### config.mk
export PLATFORM = sky130hd
export DESIGN_NAME = cclk_ctrl
export DESIGN_NICKNAME = d
export VERILOG_FILES = /design/src/core/cclk_pkg.sv /design/src/core/cclk_gen_if.sv /design/src/core/cclk_gen.sv /design/src/core/cclk_ctrl.sv
export SDC_FILE = /design/constraint.sdc
export NUM_CORES = 1
export LEC_CHECK = 0
export ABC_AREA = 1
export BUFFER_PORTS_ARGS = -buffer_cell sky130_fd_sc_hd__buf_4
export CAP_MARGIN = 20
export CORE_MARGIN = 3
export CORE_UTILIZATION = 50
export CTS_BUF_LIST = sky130_fd_sc_hd__clkbuf_4
export DETAILED_ROUTE_END_ITERATION = 8
export PLACE_DENSITY = 0.8
export SLEW_MARGIN = 15
export SYNTH_ARGS = -nofsm -noshare
export SYNTH_HDL_FRONTEND = slang
export SYNTH_SLANG_ARGS = --single-unit
### constraint.sdc
create_clock -name core_clk_in -period 2.29 [get_ports core_clk_in]
set_clock_uncertainty 0.15 [all_clocks]
set_input_delay 0.1145 -clock core_clk_in [delete_from_list [all_inputs] [get_ports core_clk_in]]
set_output_delay 0.1145 -clock core_clk_in [all_outputs]
set_load 0.1 [all_outputs]
### src/core/cclk_pkg.sv
// Purpose: constants and types shared by the card clock control block
// Assumes: 10 MHz core clock, 32-bit APB register access
// Notes: register byte offsets are local choices
package cclk_pkg;
    localparam logic [11:0] CCLK_CCR_ADDR = 12'h0000;
    localparam logic [11:0] CCLK_STAT_ADDR = 12'h0004;
    localparam logic [11:0] CCLK_CFG_ADDR = 12'h0008;
    // card clock control bit positions
    localparam int CCLK_ICE_BIT = 0;
    localparam int CCLK_ICS_BIT = 1;
    localparam int CCLK_CCE_BIT = 2;
    localparam int CCLK_GSEL_BIT = 5;
    localparam int CCLK_DIVH_LSB = 6;
    localparam int CCLK_DIVL_LSB = 8;
    // config register bit positions
    localparam int CCLK_PVE_BIT = 0;
    localparam int CCLK_PGSEL_BIT = 1;
    localparam int CCLK_PDIV_LSB = 2;
    localparam logic [15:0] CCLK_CCR_RESET = 16'h0000;
    // oscillator settle time in ns and in core cycles (rounded up)
    localparam int CCLK_SETTLE_NS = 1000;
    localparam int CCLK_CLK_PERIOD_NS = 100;
    localparam int CCLK_SETTLE_CYC = (CCLK_SETTLE_NS + CCLK_CLK_PERIOD_NS - 1) / CCLK_CLK_PERIOD_NS;
    localparam int CCLK_DIV_W = 10;
    typedef enum logic [1:0] {CCLK_OFF, CCLK_SETTLE, CCLK_STABLE} cclk_osc_e;
endpackage

### src/core/cclk_gen_if.sv
// Purpose: control bundle between clock control and the card clock generator
// Assumes: one core clock domain
// Notes: settings are only sampled while the clock is parked low
`timescale 1ns/1ps
interface cclk_gen_if;
    logic run;
    logic gen_sel;
    logic [9:0] divider;
    logic stopped;
    modport ctrl (output run, output gen_sel, output divider, input stopped);
    modport gen (input run, input gen_sel, input divider, output stopped);
endinterface

### src/core/cclk_gen.sv
// Purpose: card bus clock generator, divided or multiplied source
// Assumes: base and multiplied clocks arrive as one-cycle enable pulses
// Notes: settings latch only while parked low, so no short pulse escapes
`timescale 1ns/1ps
module cclk_gen
    import cclk_pkg::*;
(
    input wire logic core_clk_in,
    input wire logic reset_in,
    input wire logic base_tick_in,
    input wire logic mult_tick_in,
    cclk_gen_if.gen ctl,
    output logic card_bus_clock_out
);
    logic clk_reg, clk_next;
    logic [9:0] cnt_reg, cnt_next;
    logic [9:0] div_reg, div_next;
    logic sel_reg, sel_next;
    logic tick;

    // the selected source paces every toggle
    assign tick = sel_reg ? mult_tick_in : base_tick_in;
    assign ctl.stopped = !clk_reg && !ctl.run;

    // toggle after n ticks (period 2n), zero passes the source straight
    always_comb begin
        clk_next = clk_reg;
        cnt_next = cnt_reg;
        div_next = div_reg;
        sel_next = sel_reg;
        if (!clk_reg && !ctl.run) begin
            div_next = ctl.divider;
            sel_next = ctl.gen_sel;
            cnt_next = 10'h0000;
        end else if (div_reg == 10'h0000) begin
            clk_next = ctl.run && tick;
        end else if (tick) begin
            if (cnt_reg + 10'h0001 >= div_reg) begin
                cnt_next = 10'h0000;
                // stop only on the falling half, leaving the line low
                clk_next = !clk_reg;
            end else begin
                cnt_next = cnt_reg + 10'h0001;
            end
        end
    end

    always_ff @(posedge core_clk_in) begin
        if (reset_in) begin
            clk_reg <= 1'b0;
            cnt_reg <= 10'h0000;
            div_reg <= 10'h0000;
            sel_reg <= 1'b0;
        end else begin
            clk_reg <= clk_next;
            cnt_reg <= cnt_next;
            div_reg <= div_next;
            sel_reg <= sel_next;
        end
    end

    assign card_bus_clock_out = clk_reg;
endmodule

### src/core/cclk_ctrl.sv
// Purpose: card host clock control with APB registers
// Assumes: card detect pin is asynchronous; base/mult ticks are core-domain
// Notes: zero-wait APB slave, unmapped addresses read zero and set pslverr
//   card removal clears the card clock enable and wins over a same-cycle set
//   preset mode takes select and divider from the single config register
// How it works
// - internal clock enable low stops the internal clock (gated enable).
// - registers stay readable and writable while the internal clock is off.
// - enable starts oscillation; stable flag rises after settle time only.
// - card detect sampling runs always, independent of internal clock enable.
// - card clock enable 0 stops the card clock, 1 runs it once the internal clock is stable.
// - card clock keeps its frequency and stops with the line low.
// - card removal clears card clock enable automatically.
// - without multiplier capability the generator select ignores writes, reads 0.
// - with preset enable the generator select loads from the preset value.
// - select 0 uses divided base clock, select 1 uses multiplied clock.
// - two upper divider bits are bits 9..8 of the 10-bit divider.
`timescale 1ns/1ps
module cclk_ctrl
    import cclk_pkg::*;
(
    input wire logic core_clk_in,
    input wire logic reset_in,
    input wire logic psel,
    input wire logic penable,
    input wire logic pwrite,
    input wire logic [11:0] paddr,
    input wire logic [31:0] pwdata,
    output logic [31:0] prdata,
    output logic pready,
    output logic pslverr,
    input wire logic card_detect_in,
    input wire logic clock_multiplier_capability_in,
    input wire logic base_clock_tick_in,
    input wire logic multiplied_clock_tick_in,
    output logic internal_clock_gate_out,
    output logic card_present_flag_out,
    output logic card_bus_clock_out
);
    cclk_gen_if gif ();

    // control register fields
    logic ice_reg;
    logic ice_next;
    logic cce_reg;
    logic cce_next;
    logic gsel_reg;
    logic gsel_next;
    logic [9:0] div_reg;
    logic [9:0] div_next;
    // preset fields of the config register
    logic pve_reg;
    logic pve_next;
    logic pgsel_reg;
    logic pgsel_next;
    logic [9:0] pdiv_reg;
    logic [9:0] pdiv_next;
    // oscillator sequencing
    cclk_osc_e osc_reg;
    cclk_osc_e osc_next;
    logic [7:0] settle_reg;
    logic [7:0] settle_next;
    logic osc_stable;
    // read data holding register
    logic [31:0] rdata_reg;
    logic [31:0] rdata_next;
    // card detect synchroniser and its edge memory
    logic cd_meta_reg;
    logic cd_meta_next;
    logic cd_sync_reg;
    logic cd_sync_next;
    logic cd_prev_reg;
    logic cd_prev_next;
    logic card_removed;
    // bus decode
    logic hit_ccr;
    logic hit_stat;
    logic hit_cfg;
    logic hit_any;
    logic setup_phase;
    logic access_phase;
    logic wr_en;
    logic rd_en;
    // write fields
    logic wr_ice;
    logic wr_cce;
    logic wr_gsel;
    logic [9:0] wr_div;
    logic wr_pve;
    logic wr_pgsel;
    logic [9:0] wr_pdiv;
    // effective generator settings and read views
    logic eff_gsel;
    logic [9:0] eff_div;
    logic [15:0] ccr_view;
    logic [31:0] stat_view;
    logic [31:0] cfg_view;

    // detect pin crosses two flops, clocked whatever the internal enable says
    always_comb begin
        cd_meta_next = card_detect_in;
        cd_sync_next = cd_meta_reg;
        cd_prev_next = cd_sync_reg;
    end

    always_ff @(posedge core_clk_in) begin
        if (reset_in) begin
            cd_meta_reg <= 1'b0;
            cd_sync_reg <= 1'b0;
            cd_prev_reg <= 1'b0;
        end else begin
            cd_meta_reg <= cd_meta_next;
            cd_sync_reg <= cd_sync_next;
            cd_prev_reg <= cd_prev_next;
        end
    end

    // a falling synchronised level means the card has left the slot
    assign card_removed = cd_prev_reg && !cd_sync_reg;

    // address decode; the register path never looks at the internal enable
    always_comb begin
        hit_ccr = 1'b0;
        hit_stat = 1'b0;
        hit_cfg = 1'b0;
        if (paddr == CCLK_CCR_ADDR) begin
            hit_ccr = 1'b1;
        end else if (paddr == CCLK_STAT_ADDR) begin
            hit_stat = 1'b1;
        end else if (paddr == CCLK_CFG_ADDR) begin
            hit_cfg = 1'b1;
        end
    end

    // zero-wait slave: every access completes in its first access cycle
    assign hit_any = hit_ccr || hit_stat || hit_cfg;
    assign setup_phase = psel && !penable;
    assign access_phase = psel && penable;
    assign wr_en = access_phase && pwrite;
    assign rd_en = setup_phase && !pwrite;
    assign pready = 1'b1;
    assign pslverr = access_phase && !hit_any;

    // write fields lifted out of the bus word at their fixed positions
    assign wr_ice = pwdata[CCLK_ICE_BIT];
    assign wr_cce = pwdata[CCLK_CCE_BIT];
    assign wr_gsel = pwdata[CCLK_GSEL_BIT];
    assign wr_div = {pwdata[CCLK_DIVH_LSB +: 2], pwdata[CCLK_DIVL_LSB +: 8]};
    assign wr_pve = pwdata[CCLK_PVE_BIT];
    assign wr_pgsel = pwdata[CCLK_PGSEL_BIT];
    assign wr_pdiv = pwdata[CCLK_PDIV_LSB +: 10];

    // preset mode overrides the software select and divider
    assign eff_gsel = clock_multiplier_capability_in
        && (pve_reg ? pgsel_reg : gsel_reg);
    assign eff_div = pve_reg ? pdiv_reg : div_reg;
    assign osc_stable = (osc_reg == CCLK_STABLE);

    // control view placed by field position, reserved bits stay zero
    always_comb begin
        ccr_view = 16'h0000;
        ccr_view[CCLK_ICE_BIT] = ice_reg;
        ccr_view[CCLK_ICS_BIT] = osc_stable;
        ccr_view[CCLK_CCE_BIT] = cce_reg;
        ccr_view[CCLK_GSEL_BIT] = eff_gsel;
        ccr_view[CCLK_DIVH_LSB +: 2] = div_reg[9:8];
        ccr_view[CCLK_DIVL_LSB +: 8] = div_reg[7:0];
    end

    // status view: clock parked, card present
    assign stat_view = {30'h0000_0000, gif.stopped, cd_sync_reg};

    // config view placed by field position
    always_comb begin
        cfg_view = 32'h0000_0000;
        cfg_view[CCLK_PVE_BIT] = pve_reg;
        cfg_view[CCLK_PGSEL_BIT] = pgsel_reg;
        cfg_view[CCLK_PDIV_LSB +: 10] = pdiv_reg;
    end

    // software writes, with card removal clearing the card clock enable
    always_comb begin
        ice_next = ice_reg;
        cce_next = cce_reg;
        gsel_next = gsel_reg;
        div_next = div_reg;
        pve_next = pve_reg;
        pgsel_next = pgsel_reg;
        pdiv_next = pdiv_reg;
        if (wr_en && hit_ccr) begin
            ice_next = wr_ice;
            cce_next = wr_cce;
            // without the multiplier the select bit ignores writes
            if (clock_multiplier_capability_in) begin
                gsel_next = wr_gsel;
            end
            div_next = wr_div;
        end else if (wr_en && hit_cfg) begin
            pve_next = wr_pve;
            pgsel_next = wr_pgsel;
            pdiv_next = wr_pdiv;
        end
        // removal wins over a simultaneous software set
        if (card_removed) begin
            cce_next = 1'b0;
        end
    end

    always_ff @(posedge core_clk_in) begin
        if (reset_in) begin
            ice_reg <= CCLK_CCR_RESET[CCLK_ICE_BIT];
            cce_reg <= CCLK_CCR_RESET[CCLK_CCE_BIT];
            gsel_reg <= CCLK_CCR_RESET[CCLK_GSEL_BIT];
            div_reg <= {CCLK_CCR_RESET[CCLK_DIVH_LSB +: 2], CCLK_CCR_RESET[CCLK_DIVL_LSB +: 8]};
            pve_reg <= 1'b0;
            pgsel_reg <= 1'b0;
            pdiv_reg <= 10'h000;
        end else begin
            ice_reg <= ice_next;
            cce_reg <= cce_next;
            gsel_reg <= gsel_next;
            div_reg <= div_next;
            pve_reg <= pve_next;
            pgsel_reg <= pgsel_next;
            pdiv_reg <= pdiv_next;
        end
    end

    // stable flag rises only after the settle count, drops at once on disable
    always_comb begin
        osc_next = osc_reg;
        settle_next = settle_reg;
        case (osc_reg)
            CCLK_OFF: begin
                settle_next = 8'h00;
                if (ice_reg) begin
                    osc_next = CCLK_SETTLE;
                end
            end
            CCLK_SETTLE: begin
                settle_next = settle_reg + 8'h01;
                if (!ice_reg) begin
                    osc_next = CCLK_OFF;
                end else if (settle_reg >= 8'(CCLK_SETTLE_CYC - 1)) begin
                    osc_next = CCLK_STABLE;
                end
            end
            default: begin
                if (!ice_reg) begin
                    osc_next = CCLK_OFF;
                end
            end
        endcase
    end

    always_ff @(posedge core_clk_in) begin
        if (reset_in) begin
            osc_reg <= CCLK_OFF;
            settle_reg <= 8'h00;
        end else begin
            osc_reg <= osc_next;
            settle_reg <= settle_next;
        end
    end

    // read data captured in the setup cycle, held until the next read
    always_comb begin
        rdata_next = rdata_reg;
        if (rd_en) begin
            if (hit_ccr) begin
                rdata_next = {16'h0000, ccr_view};
            end else if (hit_stat) begin
                rdata_next = stat_view;
            end else if (hit_cfg) begin
                rdata_next = cfg_view;
            end else begin
                rdata_next = 32'h0000_0000;
            end
        end
    end

    always_ff @(posedge core_clk_in) begin
        if (reset_in) begin
            rdata_reg <= 32'h0000_0000;
        end else begin
            rdata_reg <= rdata_next;
        end
    end

    // the card clock may only run with a stable internal clock
    assign gif.run = cce_reg && osc_stable;
    assign gif.gen_sel = eff_gsel;
    assign gif.divider = eff_div;

    cclk_gen u_gen (
        .core_clk_in(core_clk_in),
        .reset_in(reset_in),
        .base_tick_in(base_clock_tick_in),
        .mult_tick_in(multiplied_clock_tick_in),
        .ctl(gif),
        .card_bus_clock_out(card_bus_clock_out)
    );

    // outputs come straight from flops
    assign prdata = rdata_reg;
    assign internal_clock_gate_out = ice_reg;
    assign card_present_flag_out = cd_sync_reg;
endmodule

==> results.md <==
- The final-layout fill cell count is approximately 570.
- At the pin with the least slew margin, the transition time is 582 ps.
- During placement, the flow inserted port buffers numbering 56.
- After global routing the overflow that remains totals 0.
- Measured against its own limit, the worst slew margin works out to 61.0%.
- The smallest clock period supported by the final layout is computed as 2400 ps.
- The slowest stage of the critical path belongs to the cell sky130_fd_sc_hd__dfxtp_2.
- Counting flops with an async set or reset pin after synthesis yields a share of 0%.
- The die extent in y is around 94 um.
- The met3 layer usage reported by global route is ~5.4%.
- After detailed routing, the average wire length per cell comes to 13.3 um.
- The clock latency reported for the late side of the worst-skew pair is about 430 ps.
- The synthesized netlist contains 36 unique library cells.
- The floorplan step defined a die boundary enclosing 8890 um2.
- 90 I/O pins were placed.
- The final number of hold-violating endpoints is 0.
- The critical path is of the reg2reg type.
- Dividing the detail-routed via count by the number of cells gives 5.14.
- In this run the deepest clock path goes through 2 buffers.
- CTS built an H-tree with a depth of 3.
- Clock-pin slew was measured on the worst setup and hold paths at 130 ps.
- The part of the cycle the worst path needs is 105%.
- The floorplan step defined a core boundary enclosing 7410 um2.
- The critical path goes through inv_2 > nor3_4 > nand2_2 > xor2_4 > ha_4 > a21oi_1 > nand2_1 > nand2_2 > nand3_4 > nor2_4 > nand2_1 > a21oi_1.
- The cell count after synthesis came out at around 550.
- The number of nets in the final layout is 707.
- TritonCTS built the clock tree.
- The max-slew violation count was 0.
- The startpoint kind of the worst setup timing path is a flop.
- Setup violations remaining at the end of the flow were counted as 7.
- The number of core rows is 31.
- The number of inserted diodes is 0.
- STA classifies the critical path endpoint as a flop.
- The number of buffers created by CTS is 9.
- Once routing completed, OpenROAD measured the worst setup slack at -110 ps.
- The global-route met2 utilization is 38.8%.
- The required time of the critical path is approximately 2500 ps.
- The post-synthesis register bit count is 76.
- The first global-routing pass estimated 15.7 mm of wire.
- Measured along the x axis, the die boundary spans 94.3 um.
- The register with the most flip-flops in the layout has 16 of them.
- The via count of the first global-routing pass is 3544.
- The total wirelength of the detailed-routed design is about 9.9 mm.
- The number of antenna violations at the first check in global routing is 0.
- The overall global routing resource usage is 22.0%.
- The finished cells cover between 5000 and 6000 um2.
- In this run the clock root is driven by a sky130_fd_sc_hd__clkbuf_4.
- The count of max-cap constraint violations is 0.
- At the worst endpoint, the arrival time is about 2600 ps.
- The synthesized netlist occupies a cell area of 3900 um2.
- Entering global routing, the biggest net connects 33 pins.
- The sequential-to-total area share from yosys stat is around 39%.
- The checks that failed: setup timing.
- The total power of the final layout is 3.01 mW.
- The largest incremental delay on the critical path is 360 ps.
- For this run, the number of Yosys warnings is 0.
- In this run the most used layer during global routing was met2.
- From synthesis to final layout, the design area changed by 32.3%.
- The initial core utilization is a little over half.
- The remaining antenna violation count is 0.
- After detailed placement, the total cell area comes to 4370 um2.
- The weighted congestion at the end of routability-driven global placement is 0.798.
- In this run the static leakage power is ~2.1 nW.
- The clock net sink count is 76.
- The number of DRC violations after detailed-routing iteration 0 is between 200 and 250.
- Counting flops with a built-in enable in the synthesized netlist gives 0.
- The routing usage on met1 is 26.4%.
- VDD sags by at most around 620 uV.
- The run finished, with violations left.
- Power spread over the standard cell area amounts to 585 nW/um2.
- For this run, the detailed router's first-pass iteration total came to 4.
- The fraction of layout instances using a drive strength above 1 is 24.5%.
- After detailed routing, the number of remaining DRC violations is 0.
- Derived from the worst setup path, the maximum achievable clock frequency is 417 MHz.
- The sum of net half-perimeters after detailed placement is 6.41 mm.
- The min-delay analysis places its worst path in the category in2reg.
- The detailed router placed between 3000 and 4000 vias in this run.
- The mean area per synthesized cell is 7.14 um2.
- Of all nets on the critical path, the largest fanout is 5.
- Setup repair after global routing could not meet its margin everywhere.
- Among all flip-flop cells after synthesis, the most frequent one is sky130_fd_sc_hd__dfxtp_1.
[Yosys cell counts, drive strengths merged (2+ instances only)]
library cell	instances	share of area (%)
a21oi	52	6.7
a31oi	11	1.8
buf	26	5.0
clkbuf	11	1.1
clkinv	2	0.19
conb	2	0.19
dfxtp	76	39
ha	14	4.5
inv	75	7.2
nand2	114	11
nand3	33	4.6
nand4	3	0.48
nor2	42	4.4
nor3	12	2.0
nor4	2	0.32
o211ai	7	1.3
o21a	8	1.5
o21ai	43	5.7
xor2	7	1.6
[metrics by stage]
step	instances	setup TNS, ps	hold WS, ps	setup WS (ps)	util, %
after floorplan	561	0	71.5	98.3	-
after global placement	693	-61.3	171	-10.2	59.0
after detailed placement	693	-1100	192	-132	59.0
after CTS	739	-184	3.18	-46.6	65.9
after global routing	744	-1900	37.3	-263	69.6
final	744	-215	22.8	-110	69.6
[timing repair]
action,CTS,global route
setup endpoints to repair,11,11
cloned,1,0
hold buffers,29,0
endpoints found under the hold margin,39,0
buffers inserted,0,5
resized for setup,22,46
pin swaps,17,27
[cells by family (layout without fill, tap and decap cells)]
kind of cell               count (synthesis)  count (layout)  synth area share [%]
and+or+nand+nor                          208             209                  23.4
AOI/OAI and AO/OA                        125             125                  17.8
buffers and inverters                    114             197                  13.5
DFF                                       76              76                  39.0
adders and majority gates                 14              14                  4.49
xor gates and xnor gates                   7               7                  1.57
other                                      2              17                 0.193
[cell type report]
cell class                 instances  area [um2]  area share (%)
multi-input combinational        372        2200            42.6
sequential                        76        1540            29.9
timing repair buffer             104         861            16.7
inverter                          77         293            5.68
tap                               99         124            2.40
clock inverter                     7        75.1            1.46
clock buffer                       9        67.6            1.31
[placed cells by master (no fill, tap or decap), drive strengths merged]
cell,instances
a2111oi,1
a211oi,1
a21o,1
a21oi,52
a31oi,11
and3,1
buf,75
bufinv,1
clkbuf,9
clkinv,4
clkinvlp,4
conb,17
dfxtp,76
dlygate4sd3,29
ha,14
inv,75
nand2,114
nand3,33
nand4,3
nor2,43
nor3,12
nor4,2
o211ai,7
o21a,8
o21ai,43
o21bai,1
or2,1
xor2,7
[power by group]
group / internal (mW) / switching (mW)
Sequential: 1.36 / 0.0289
Clock: 0.335 / 0.512
Combinational: 0.225 / 0.551
[worst paths after layout]
| check | start | endpoint | slack, ps | cells after the start |
|---|---|---|---|---|
| setup / recovery | u_gen.cnt_reg[3] | u_gen.cnt_reg[3] | -110 | 12 |
| setup reg to reg | u_gen.cnt_reg[3] | u_gen.cnt_reg[3] | -110 | 12 |
| hold reg to reg | cd_meta_reg | card_present_flag_out | 270 | 2 |
| hold / removal | paddr[4] | prdata[13] | 20 | 6 |
[critical path: cells and delay by family (launching register included)]
family / cells / cell delay (ps)
XOR/XNOR: 1 / 200
buffers and inverters: 1 / 50
flip-flops: 1 / 360
adder cells (fa/ha/maj): 1 / 240
AO/OA/AOI/OAI: 2 / 400
AND/OR/NAND/NOR: 7 / 920
[per-layer routing]
metal  vias up  routed length (um)
met5         -                   0
met4         0                 117
met3        11                 553
met2       121                5110
met1      1769                4100
li1       1926                   -
No activity file was read; power rests on OpenSTA's default activity.
